==> src/conversion_start_bit_cfg.svh <==
// Constants for the converter sequencer: register map, fields, timing.
// Assumes inclusion by bare name from the design file.
`ifndef CONVERSION_START_BIT_CFG_SVH
`define CONVERSION_START_BIT_CFG_SVH

// ==========================================================
// Register offsets (byte addresses)
`define CONVERSION_START_BIT_OFF_CTRL   8'h00
`define CONVERSION_START_BIT_OFF_RESH   8'h04
`define CONVERSION_START_BIT_OFF_AUX    8'h08
`define CONVERSION_START_BIT_OFF_PINS   8'h0c

// ==========================================================
// Control and auxiliary register fields
`define CONVERSION_START_BIT_CTRL_RESLO 7:6
`define CONVERSION_START_BIT_CTRL_EXT   5
`define CONVERSION_START_BIT_CTRL_DONE  4
`define CONVERSION_START_BIT_CTRL_START 3
`define CONVERSION_START_BIT_CTRL_CHAN  2:0
`define CONVERSION_START_BIT_AUX_FAST   7
`define CONVERSION_START_BIT_AUX_IDLE   6

// ==========================================================
// Reset values
`define CONVERSION_START_BIT_RST_CHAN   3'h0
`define CONVERSION_START_BIT_RST_RES    10'h000
`define CONVERSION_START_BIT_RST_PRE    3'h0

// ==========================================================
// Timing in machine cycles, prescaler in oscillator periods; one machine cycle is six oscillator periods
`define CONVERSION_START_BIT_PRE_LAST   3'h5
`define CONVERSION_START_BIT_INIT_LAST  3'h1
`define CONVERSION_START_BIT_SAMP_LAST  3'h7
`define CONVERSION_START_BIT_FSAMP_LAST 3'h5
`define CONVERSION_START_BIT_BIT_LAST   3'h3
`define CONVERSION_START_BIT_FBIT_LAST  3'h1
`define CONVERSION_START_BIT_MC_10      6'h32
`define CONVERSION_START_BIT_MC_8       6'h18

// ==========================================================
// Successive approximation
`define CONVERSION_START_BIT_SAR_MSB    10'h200
`define CONVERSION_START_BIT_BITP_MSB   4'h9
`define CONVERSION_START_BIT_BITP_LSB10 4'h0
`define CONVERSION_START_BIT_BITP_LSB8  4'h2

`endif

==> src/conversion_start_bit_pkg.sv <==
// Types shared by the converter sequencer.
// Assumes nothing of its surroundings.
package conversion_start_bit_pkg;

	// ==========================================================
	// Conversion phases, one-hot
	typedef enum logic [3:0] {
		CONVERSION_START_BIT_IDLE   = 4'h1,
		CONVERSION_START_BIT_INIT   = 4'h2,
		CONVERSION_START_BIT_SAMPLE = 4'h4,
		CONVERSION_START_BIT_CONV   = 4'h8
	} conversion_start_bit_state_t;

endpackage

==> src/conversion_start_bit_seq.sv <==
// Successive-approximation converter sequencer with an APB register file.
// Assumes pclk is the oscillator, the comparator output and start pin are
// asynchronous, and the power-state inputs come from logic on pclk.
//
// Operation
// - Ten-bit conversion takes 50 machine cycles
// - Fast mode: 8 bits, 24 cycles, high register
// - Idle-activity bit keeps converter powered in idle
// - External enable off: software start only
// - External enable on: software or rising pin edge
// - Pin edge seen at cycle end, starts the cycle after next
// - Software start begins at next machine cycle
// - Start bit: command flop plus status flop
// - Two init cycles; status set after first
// - Eight machine cycles (six in fast mode) sample the selected input
// - Approximate from MSB, keep bit if above DAC
// - Four machine cycles per result bit (two in fast mode)
// - Done sets flag, high byte, two low bits
// - Done sets and status clears 50 cycles after command (24 in fast mode)
// - Three low control bits select the channel
// - Starts ignored while a conversion runs
// - Result held while done flag is set
// - Entering idle or power-down aborts conversion
// - Entering idle keeps a flagged result
// - Analog port input only, digitally readable
//
// Chosen here: the APB interface to the registers and the address map.
`timescale 1ns/10ps
`include "conversion_start_bit_cfg.svh"

module conversion_start_bit_seq (
	// APB slave
	input  logic                pclk,
	input  logic                presetn,
	input  logic                psel,
	input  logic                penable,
	input  logic                pwrite,
	input  logic [7:0]          paddr,
	input  logic [31:0]         pwdata,
	output logic [31:0]         prdata,
	output logic                pready,
	output logic                pslverr,
	// Processor power state
	input  logic                idle_mode,
	input  logic                power_down,
	// Pins
	input  logic                external_start_pin,
	input  logic [7:0]          port5_pins,
	// Analog front end
	input  logic                cmp_above,
	output logic [9:0]          internal_dac_voltage,
	output logic [2:0]          channel_select,
	output logic                sample_en,
	output logic                converter_power,
	output conversion_start_bit_pkg::conversion_start_bit_state_t conv_state
);
	import conversion_start_bit_pkg::*;

	// ==========================================================
	// Declarations
	conversion_start_bit_state_t state_reg;
	conversion_start_bit_state_t state_next;
	logic [2:0]  pre_reg;
	logic [2:0]  cnt_reg;
	logic [2:0]  cnt_next;
	logic [3:0]  bitp_reg;
	logic [3:0]  bitp_next;
	logic [9:0]  sar_reg;
	logic [9:0]  sar_next;
	logic [9:0]  sar_final;
	logic [9:0]  res_reg;
	logic [2:0]  chan_reg;
	logic        ext_en_reg;
	logic        fast_reg;
	logic        idle_activity_select_reg;
	logic        fast_lat_reg;
	logic        cmd_reg;
	logic        status_reg;
	logic        done_reg;
	logic        idle_q_reg;
	logic        pd_q_reg;
	logic [1:0]  pin_sync_reg;
	logic        pin_prev_reg;
	logic [1:0]  cmp_sync_reg;
	logic [7:0]  p5_s1_reg;
	logic [7:0]  p5_s2_reg;
	logic        tick;
	logic        pwr_ok;
	logic        abort;
	logic        finish;
	logic        ext_edge;
	logic        sw_start;
	logic        start_req;
	logic        setup;
	logic        wr_access;
	logic        wr_ctrl;
	logic        wr_aux;
	logic        mapped;
	logic [2:0]  samp_last;
	logic [2:0]  bit_last;
	logic [3:0]  bitp_last;
	logic [5:0]  len_reg;

	// ==========================================================
	// Machine-cycle prescaler
	assign tick = (pre_reg == `CONVERSION_START_BIT_PRE_LAST);

	always_ff @(posedge pclk or negedge presetn) begin
		if (!presetn) begin
			pre_reg <= `CONVERSION_START_BIT_RST_PRE;
		end else if (tick) begin
			pre_reg <= `CONVERSION_START_BIT_RST_PRE;
		end else begin
			pre_reg <= pre_reg + 3'h1;
		end
	end

	// ==========================================================
	// Input synchronisers
	always_ff @(posedge pclk or negedge presetn) begin
		if (!presetn) begin
			pin_sync_reg <= 2'h0;
			cmp_sync_reg <= 2'h0;
			p5_s1_reg    <= 8'h00;
			p5_s2_reg    <= 8'h00;
		end else begin
			pin_sync_reg <= {pin_sync_reg[0], external_start_pin};
			cmp_sync_reg <= {cmp_sync_reg[0], cmp_above};
			p5_s1_reg    <= port5_pins;
			p5_s2_reg    <= p5_s1_reg;
		end
	end

	// Pin level is sampled once per machine cycle, at its end
	always_ff @(posedge pclk or negedge presetn) begin
		if (!presetn) begin
			pin_prev_reg <= 1'b0;
		end else if (tick) begin
			pin_prev_reg <= pin_sync_reg[1];
		end
	end

	assign ext_edge = tick & pin_sync_reg[1] & ~pin_prev_reg & ext_en_reg;

	// ==========================================================
	// Power state
	assign pwr_ok = ~power_down & ~(idle_mode & ~idle_activity_select_reg);
	assign abort  = (idle_mode & ~idle_q_reg) | (power_down & ~pd_q_reg);

	always_ff @(posedge pclk or negedge presetn) begin
		if (!presetn) begin
			idle_q_reg      <= 1'b0;
			pd_q_reg        <= 1'b0;
			converter_power <= 1'b0;
		end else begin
			idle_q_reg      <= idle_mode;
			pd_q_reg        <= power_down;
			converter_power <= pwr_ok;
		end
	end

	// ==========================================================
	// APB decode
	assign pready    = 1'b1;
	assign setup     = psel & ~penable;
	assign wr_access = psel & penable & pwrite;
	assign wr_ctrl   = wr_access & (paddr == `CONVERSION_START_BIT_OFF_CTRL);
	assign wr_aux    = wr_access & (paddr == `CONVERSION_START_BIT_OFF_AUX);
	assign mapped    = (paddr == `CONVERSION_START_BIT_OFF_CTRL) | (paddr == `CONVERSION_START_BIT_OFF_RESH) |
	                   (paddr == `CONVERSION_START_BIT_OFF_AUX)  | (paddr == `CONVERSION_START_BIT_OFF_PINS);

	// Read data and error are prepared in the setup cycle
	always_ff @(posedge pclk or negedge presetn) begin
		if (!presetn) begin
			prdata  <= 32'h0000_0000;
			pslverr <= 1'b0;
		end else if (setup) begin
			pslverr <= ~mapped;
			prdata  <= 32'h0000_0000;
			if (!pwrite) begin
				case (paddr)
					`CONVERSION_START_BIT_OFF_CTRL: prdata[7:0] <= {res_reg[1:0], ext_en_reg, done_reg,
					                                 status_reg, chan_reg};
					`CONVERSION_START_BIT_OFF_RESH: prdata[7:0] <= res_reg[9:2];
					`CONVERSION_START_BIT_OFF_AUX:  prdata[7:0] <= {fast_reg, idle_activity_select_reg, 6'h00};
					`CONVERSION_START_BIT_OFF_PINS: prdata[7:0] <= p5_s2_reg;
					default:        prdata[7:0] <= 8'h00;
				endcase
			end
		end
	end

	// ==========================================================
	// Software-written control
	always_ff @(posedge pclk or negedge presetn) begin
		if (!presetn) begin
			chan_reg   <= `CONVERSION_START_BIT_RST_CHAN;
			ext_en_reg <= 1'b0;
		end else if (wr_ctrl) begin
			chan_reg   <= pwdata[`CONVERSION_START_BIT_CTRL_CHAN];
			ext_en_reg <= pwdata[`CONVERSION_START_BIT_CTRL_EXT];
		end
	end

	always_ff @(posedge pclk or negedge presetn) begin
		if (!presetn) begin
			fast_reg <= 1'b0;
			idle_activity_select_reg <= 1'b0;
		end else if (wr_aux) begin
			fast_reg <= pwdata[`CONVERSION_START_BIT_AUX_FAST];
			idle_activity_select_reg <= pwdata[`CONVERSION_START_BIT_AUX_IDLE];
		end
	end

	assign channel_select = chan_reg;

	// ==========================================================
	// Start command flip-flop
	assign sw_start  = wr_ctrl & pwdata[`CONVERSION_START_BIT_CTRL_START];
	assign start_req = (sw_start | ext_edge) & (state_reg == CONVERSION_START_BIT_IDLE) & ~cmd_reg & pwr_ok;

	always_ff @(posedge pclk or negedge presetn) begin
		if (!presetn) begin
			cmd_reg <= 1'b0;
		end else if (abort) begin
			cmd_reg <= 1'b0;
		end else if (start_req) begin
			cmd_reg <= 1'b1;
		end else if (tick & (state_reg == CONVERSION_START_BIT_IDLE)) begin
			cmd_reg <= 1'b0;
		end
	end

	// ==========================================================
	// Sequencer
	assign samp_last = fast_lat_reg ? `CONVERSION_START_BIT_FSAMP_LAST : `CONVERSION_START_BIT_SAMP_LAST;
	assign bit_last  = fast_lat_reg ? `CONVERSION_START_BIT_FBIT_LAST : `CONVERSION_START_BIT_BIT_LAST;
	assign bitp_last = fast_lat_reg ? `CONVERSION_START_BIT_BITP_LSB8 : `CONVERSION_START_BIT_BITP_LSB10;

	always_comb begin
		sar_final = sar_reg;
		if (!cmp_sync_reg[1]) begin
			sar_final[bitp_reg] = 1'b0;
		end
	end

	always_comb begin
		state_next = state_reg;
		cnt_next   = cnt_reg;
		bitp_next  = bitp_reg;
		sar_next   = sar_reg;
		finish     = 1'b0;
		case (state_reg)
			CONVERSION_START_BIT_IDLE: begin
				if (tick & cmd_reg) begin
					state_next = CONVERSION_START_BIT_INIT;
					cnt_next   = 3'h0;
				end
			end
			CONVERSION_START_BIT_INIT: begin
				if (tick) begin
					if (cnt_reg == `CONVERSION_START_BIT_INIT_LAST) begin
						state_next = CONVERSION_START_BIT_SAMPLE;
						cnt_next   = 3'h0;
					end else begin
						cnt_next = cnt_reg + 3'h1;
					end
				end
			end
			CONVERSION_START_BIT_SAMPLE: begin
				if (tick) begin
					if (cnt_reg == samp_last) begin
						state_next = CONVERSION_START_BIT_CONV;
						cnt_next   = 3'h0;
						bitp_next  = `CONVERSION_START_BIT_BITP_MSB;
						sar_next   = `CONVERSION_START_BIT_SAR_MSB;
					end else begin
						cnt_next = cnt_reg + 3'h1;
					end
				end
			end
			CONVERSION_START_BIT_CONV: begin
				if (tick) begin
					if (cnt_reg == bit_last) begin
						cnt_next = 3'h0;
						sar_next = sar_final;
						if (bitp_reg == bitp_last) begin
							state_next = CONVERSION_START_BIT_IDLE;
							finish     = 1'b1;
						end else begin
							bitp_next           = bitp_reg - 4'h1;
							sar_next[bitp_next] = 1'b1;
						end
					end else begin
						cnt_next = cnt_reg + 3'h1;
					end
				end
			end
			default: begin
				state_next = CONVERSION_START_BIT_IDLE;
			end
		endcase
	end

	always_ff @(posedge pclk or negedge presetn) begin
		if (!presetn) begin
			state_reg <= CONVERSION_START_BIT_IDLE;
			cnt_reg   <= 3'h0;
			bitp_reg  <= `CONVERSION_START_BIT_BITP_MSB;
			sar_reg   <= `CONVERSION_START_BIT_RST_RES;
		end else if (abort) begin
			state_reg <= CONVERSION_START_BIT_IDLE;
			cnt_reg   <= 3'h0;
		end else begin
			state_reg <= state_next;
			cnt_reg   <= cnt_next;
			bitp_reg  <= bitp_next;
			sar_reg   <= sar_next;
		end
	end

	// Mode is frozen for the whole conversion
	always_ff @(posedge pclk or negedge presetn) begin
		if (!presetn) begin
			fast_lat_reg <= 1'b0;
		end else if (tick & cmd_reg & (state_reg == CONVERSION_START_BIT_IDLE)) begin
			fast_lat_reg <= fast_reg;
		end
	end

	assign internal_dac_voltage = sar_reg;
	assign sample_en            = (state_reg == CONVERSION_START_BIT_SAMPLE);
	assign conv_state           = state_reg;

	// ==========================================================
	// Status, done flag and result
	always_ff @(posedge pclk or negedge presetn) begin
		if (!presetn) begin
			status_reg <= 1'b0;
		end else if (abort | finish) begin
			status_reg <= 1'b0;
		end else if (tick & (state_reg == CONVERSION_START_BIT_INIT) & (cnt_reg == 3'h0)) begin
			status_reg <= 1'b1;
		end
	end

	// Completion wins over a clearing write in the same cycle
	always_ff @(posedge pclk or negedge presetn) begin
		if (!presetn) begin
			done_reg <= 1'b0;
		end else if (finish & ~abort) begin
			done_reg <= 1'b1;
		end else if (wr_ctrl & ~pwdata[`CONVERSION_START_BIT_CTRL_DONE]) begin
			done_reg <= 1'b0;
		end
	end

	always_ff @(posedge pclk or negedge presetn) begin
		if (!presetn) begin
			res_reg <= `CONVERSION_START_BIT_RST_RES;
		end else if (finish & ~abort & ~done_reg) begin
			res_reg <= sar_final;
		end
	end

	// ==========================================================
	// Checks
	always_ff @(posedge pclk or negedge presetn) begin
		if (!presetn) begin
			len_reg <= 6'h00;
		end else if (tick & (state_reg == CONVERSION_START_BIT_IDLE)) begin
			len_reg <= 6'h00;
		end else if (tick) begin
			len_reg <= len_reg + 6'h01;
		end
	end

	a_len_ten: assert property (@(posedge pclk) disable iff (!presetn)
		finish & ~fast_lat_reg |-> len_reg == `CONVERSION_START_BIT_MC_10 - 6'h01)
		else $error("ten-bit conversion length wrong");

	a_len_fast: assert property (@(posedge pclk) disable iff (!presetn)
		finish & fast_lat_reg |-> len_reg == `CONVERSION_START_BIT_MC_8 - 6'h01)
		else $error("fast conversion length wrong");

	a_mc_period: assert property (@(posedge pclk) disable iff (!presetn)
		tick |=> (!tick) [*5] ##1 tick)
		else $error("machine cycle is not six clocks");

	a_status_set: assert property (@(posedge pclk) disable iff (!presetn)
		tick & state_reg == CONVERSION_START_BIT_IDLE & cmd_reg & ~abort |=> !status_reg ##6 status_reg)
		else $error("status flag not set after first cycle");

	a_done_result: assert property (@(posedge pclk) disable iff (!presetn)
		finish & ~abort & ~done_reg |=> done_reg && res_reg == $past(sar_final) && !status_reg)
		else $error("result or flag not placed at end");

	a_result_hold: assert property (@(posedge pclk) disable iff (!presetn)
		done_reg |=> res_reg == $past(res_reg))
		else $error("result changed while done flag set");

	a_busy_ignore: assert property (@(posedge pclk) disable iff (!presetn)
		state_reg != CONVERSION_START_BIT_IDLE |-> !cmd_reg)
		else $error("start taken during conversion");

	a_abort_idle: assert property (@(posedge pclk) disable iff (!presetn)
		abort |=> state_reg == CONVERSION_START_BIT_IDLE && !status_reg && !cmd_reg)
		else $error("conversion not aborted");

	a_sw_only: assert property (@(posedge pclk) disable iff (!presetn)
		!ext_en_reg & !sw_start & state_reg == CONVERSION_START_BIT_IDLE & !cmd_reg |=> !cmd_reg)
		else $error("start without software request");

	a_sar_first: assert property (@(posedge pclk) disable iff (!presetn)
		state_reg == CONVERSION_START_BIT_SAMPLE ##1 state_reg == CONVERSION_START_BIT_CONV |-> sar_reg == `CONVERSION_START_BIT_SAR_MSB)
		else $error("approximation did not start at MSB");

	a_power_off: assert property (@(posedge pclk) disable iff (!presetn)
		idle_mode & ~idle_activity_select_reg |=> !converter_power)
		else $error("converter powered in idle");

	a_ext_start: assert property (@(posedge pclk) disable iff (!presetn)
		ext_edge & state_reg == CONVERSION_START_BIT_IDLE & ~cmd_reg & pwr_ok & ~abort |=> cmd_reg ##6 state_reg == CONVERSION_START_BIT_INIT)
		else $error("external edge did not start conversion");

endmodule // conversion_start_bit_seq

==> config.mk <==
export PLATFORM = sky130hd
export DESIGN_NAME = conversion_start_bit_seq
export DESIGN_NICKNAME = d
export VERILOG_FILES = /design/src/conversion_start_bit_pkg.sv /design/src/conversion_start_bit_seq.sv
export VERILOG_INCLUDE_DIRS = /design/src
export SDC_FILE = /design/constraint.sdc
export NUM_CORES = 1
export LEC_CHECK = 0
export BUFFER_PORTS_ARGS = -buffer_cell sky130_fd_sc_hd__buf_2
export CORE_UTILIZATION = 50
export DETAILED_ROUTE_END_ITERATION = 8
export PLACE_DENSITY = 0.8
export RECOVER_POWER = 25
export SYNTH_ARGS = -nofsm -noshare
export SYNTH_HDL_FRONTEND = slang
export SYNTH_SLANG_ARGS = --single-unit
export TNS_END_PERCENT = 50
==> constraint.sdc <==
create_clock -name pclk -period 2.7 [get_ports pclk]
set_input_delay 0.405 -clock pclk [delete_from_list [all_inputs] [get_ports pclk]]
set_output_delay 0.405 -clock pclk [all_outputs]
set_load 0.1 [all_outputs]
After elaboration in Yosys (flattened, before gate mapping)

Cells that the tools add are included.

Register bits after elaboration: 77
Input bits: 57
Logic and storage cells: 167

Add/sub/neg operators: 3
$lt $le $gt $ge: 4
Equality and inequality tests: 25
Multiplexer cells: 53
Bitwise logic cells: 45
Reduce and logical (&&, ||, !) cells: 13

Operators with widths:

| kind               | number |
|---|---|
| $mux 10            | 6 |
| $mux 4             | 14 |
| $pmux 8 s4         | 1 |
| $mux 3             | 9 |
| $and 1x1->1        | 24 |
| $pmux 10 s2        | 1 |
| $ne 3x3->1 const B | 6 |
| $eq 8x4->1 const B | 2 |
| $pmux 4 s4         | 1 |
| $mux 1             | 13 |
| $not 1->1          | 12 |
| $pmux 3 s4         | 1 |
| $and 10x10->10     | 1 |
| $lt 4x5->1 const B | 2 |
| $not 10->10        | 1 |
| $or 10x10->10      | 1 |
| $demux 1 s4        | 2 |
| $eq 8x3->1 const B | 1 |
| $ge 4x1->1 const B | 2 |
| $logic_not 8->1    | 1 |
| $mux 8             | 1 |
| $pmux 4 s2         | 1 |
| $reduce_and 8->1   | 1 |
| $reduce_and 7->1   | 1 |
| 23 further kinds   | 38 |

Logic depth before layout (Yosys ltp)

Depth in word-level cells: 12
Mapped depth: 8
Gate-level depth less buffers: 7

Least setup slack after synthesis

OpenSTA, ideal clock, no wires.

Kind: reg-to-reg
Start point: register state_reg[2], in the netlist conv_state[2]
End point: register state_reg[0], in the netlist conv_state[0]
Setup time: 0.082 ns
Arrival: 2.910 ns
Data required time: 2.618 ns
Path slack: -0.292 ns
Stages on the path, launching flop included: 6
Path through: dfrtp_1 buf_6 or4b_1 inv_1 o211ai_1 a211o_1

Cells in the longest elaborated chain, start to end: 3

RTL lines:

| element                                                     | line                            | RTL |
|---|---|---|
| start, declared                                             | conversion_start_bit_seq.sv:61  | `conversion_start_bit_state_t state_reg;` |
| start signal, assigned                                      | conversion_start_bit_seq.sv:315 | `state_reg <= state_next;` |
| $eq 4x3->1 *                                                | -                               |  |
| named net sample_en                                         | conversion_start_bit_seq.sv:53  | `output logic sample_en,` |
| $ne 3x1->1 (no source line) or $pmux 4 s4 (tied branches)   | -                               |  |
| $reduce_and 8->1 (no source line) or $mux 4 (tied branches) | -                               |  |

The timed path passes the listed nets; every way through them passes the cells marked *.
A chain may end at the register's enable or synchronous reset.

Worst setup path after layout

Start point: register state_reg[2], in the netlist conv_state[2]
End point: output port sample_en

Cells in the longest elaborated chain, start to end: 1

RTL lines:

| element       | line                            | RTL |
|---|---|---|
| $eq 4x3->1    | conversion_start_bit_seq.sv:332 | `assign sample_en = (state_reg == CONVERSION_START_BIT_SAMPLE);` |
| end, declared | conversion_start_bit_seq.sv:53  |  |

Every way passes these cells.

==> flow_summary.ini <==
[worst_setup_path]
critPathKind = flop to output port
path_buf_inv = 2
cp.arrival_ps = 2090
cp_top_family = simple AND/OR/NAND/NOR gates
critPathLaunchType = flop
worstPathCellList = or4b_1 > clkinvlp_4 > buf_2
critical_path.max_fanout = 11
endpoint_kind = output port
critPathSlowestCell = or4b_1
max_stage_delay_ps = 640
critPathRequiredTime_ps = 2300

[detailed_routing]
dr_wl_met2_mm = 3.84
dr_wl_met3_um = 423
avgViaCountPerCell = 5.40
route.detailed.drc = 0
drt-total-wl_mm = 7.90
vias = 2897
top_layer = met4
drt-wirelength-per-cell_um = 14.7
drt_iter0_drc = 246
ant_nets = 0
drt-met1-wl_mm = 3.54
drt-pass1-iter-count = 4

[pwr]
pwr-share-comb_pct = 11.2
powerDensity_nw_per_um2 = 523
total_power_mw = 2.27
power_leakage_nw = 2.04
sw_frac_of_total_pct = 28.0
power_frac_clock_pct = 36.8
p_int_mw = 1.64
power_frac_seq_pct = 52.0
p_switching_mw = 0.636
irDropWorstVdd_mv = 0.287

[timing]
maxSlewHeadroom_pct = -21.2
final-hold-violation-count = 0
finalCritPeriodShare_pct = 92.5
tightest_slew_ps = 1820
post-route-min-period_ps = 2500
drv_slew = 78
worst_slack_ps = 203
hold_ws_ps = 157
fmax_mhz = 400
fin_worst_skew_ps = 11.0
rsz0062_at_grt = false
setup_viol = 0

[floorplanning]
io_pins = 110
core_um2 = 7370
die-width_um = 90.2
die_area_um2 = 8140
rows = 31
initial_core_util_pct = 52.8
die_h_um = 90.2

[finish]
nets = 499
drive_gt1_share_pct = 25.9
finalNonFillerCells = 536
multi_input_area_um2 = 1710
register_area_um2 = 1930
area_growth_syn_to_layout_pct = 11.5
diodes = 0
fill_cells = 620

[placed_design]
dpl.cell_count = 520
place.gp.congestion = 0.913
port_buffers = 60
hpwl_mm = 5.62
post-place-ws_ps = 554

[cts]
clkSinkCount = 77
cts_buffers = 9
hold_buffers = 0
clk_pin_slew_ps = 80
clk_path_buf_depth = 2
cts.htree.levels = 3
cts_resized = 0
insertion_delay_ps = 350
cts_tree = done
cts_root_buffer = clkbuf_8
cts_setup_buffers = 0

[status]
violations = capacitance limit, slew limit
status = complete, but fails checks

[synthesis]
yosys_register_bits = 77
yosys_warnings = 0
yosysUniqueCellTypes = 63
syn_inst = 375
yosysTopAreaCell = dfrtp_1
synthTopCellsByArea = dfrtp_1 48%, buf_4 5.0%, mux2_2 4.3%, nand2_1 4.1%, ha_1 3.2%
synth_edf_count = 0
ys_seq_area_share_pct = 49.6
yosysTopAreaCellShare_pct = 47.6
postSynthAreaPerCell_um2 = 10.4
synth_ff_type = dfrtp_1
netlist_area_um2 = 3890
synthArstFlopShare_pct = 100

[grt]
antenna_found_initial = 0
grt_max_degree = 78
grt_pass1_wl_mm = 13.1
grt_use_total_pct = 20.3
grt_pass1_vias = 2684
grt_overflow_total = 0

[worst_hold_path]
hold_class = input pin to flop

[run]
cap_violations = 1
-- cells in the mapped netlist, drive strengths merged (2+ instances only) --
| cell | instances |
|---|---|
| mux2i | 3 |
| conb | 2 |
| clkbuf | 8 |
| a22o | 4 |
| nor2 | 11 |
| mux4 | 2 |
| and3 | 3 |
| dfrtp | 74 |
| nor4 | 3 |
| o31ai | 3 |
| inv | 12 |
| buf | 34 |
| nor3 | 9 |
| or3 | 3 |
| nand2 | 43 |
| ha | 10 |
| nand3 | 8 |
| a22oi | 7 |
| a21o | 3 |
| o22ai | 2 |
| or4b | 3 |
| xnor2 | 2 |
| nand4b | 2 |
| nor2b | 8 |
| xor2 | 3 |
| dfstp | 3 |
| nor4b | 3 |
| mux2 | 16 |
| a21oi | 17 |
| o21ai | 44 |
| nand2b | 7 |
| a31oi | 2 |
| a32o | 2 |
| nand4 | 4 |
-- layer usage --
layer  GRT usage, %  vias up
met5              0        -
met4           7.12        0
met3           4.15        7
met2           32.0       97
met1           27.8     1398
li1               -     1395
-- area by class of cell --
cell class / count / area share [%]
flip-flops and latches: 77 / 44.6
repair buffers: 65 / 7.73
multi-input cells: 267 / 39.4
well taps: 99 / 2.85
clock inverters: 4 / 1.18
inverters: 12 / 1.12
clock buffers: 12 / 3.11
-- worst reg2reg max path, stage by stage, from the launching register on --
cell	delay, ps
dfrtp_1	490
or4b_1	660
buf_4	250
nor2_4	110
and3_2	270
o21ai_1	180
o21ai_1	160
-- layout by cell type, fill, tap and decap left out, drive strengths merged, types with 4 or more instances in the layout --
cell type	Yosys	layout
dfrtp	74	74
buf	34	62
o21ai	44	44
nand2	43	43
conb	2	25
a21oi	17	17
mux2	16	16
clkbuf	8	15
inv	12	11
nor2	11	11
ha	10	10
nor3	9	9
nand3	8	8
nor2b	8	8
nand2b	7	7
a22oi	7	7
nand4	4	4
a22o	4	4
-- power by group through the flow --
stage                     clock (mW)  combinational, mW  sequential (mW)
final                          0.836              0.255             1.18
after global routing           0.900              0.268             1.18
after CTS                      0.853              0.257             1.18
after detailed placement           0              0.256             1.20
after global placement             0              0.255             1.20
after floorplan                    0              0.214             1.21
-- worst paths after layout --
check	startpoint	endpoint	slack [ps]	cells after the start
max	conv_state[2]	sample_en	200	3
min	port5_pins[1]	p5_s1_reg[1]	160	1
max reg2reg	conv_state[2]	internal_dac_voltage[1]	500	6
min reg2reg	p5_s1_reg[0]	p5_s2_reg[0]	350	0
max in group asynchronous	presetn	conv_state[3]	940	1
min in group asynchronous	presetn	cmp_sync_reg[0]	540	1
-- cell families (layout without fill, tap and decap cells) --
logic type               Yosys count  in the layout  share of synthesized area, %
adder cells (fa/ha/maj)           10             10                          3.22
XOR/XNOR                           5              5                          1.13
other                              2             25                         0.193
AND/OR/NAND/NOR                  112            112                          15.2
AO/OA/AOI/OAI                     94             94                          15.0
buffers and inverters             54             93                          8.62
flip-flops                        77             77                          49.6
multiplexers                      21             21                          6.98
-- metrics by stage --
step | cell area [um^2] | utilization (%) | TNS [ps]
2_1_floorplan | 3980 | - | -3.57
3_3_place_gp | 4160 | 56.4 | 0
3_5_place_dp | 4160 | 56.4 | 0
4_1_cts | 4340 | 58.9 | 0
5_1_grt | 4340 | 58.9 | 0
6_report | 4340 | 58.9 | 0
Power figures use the tool's default switching activity.
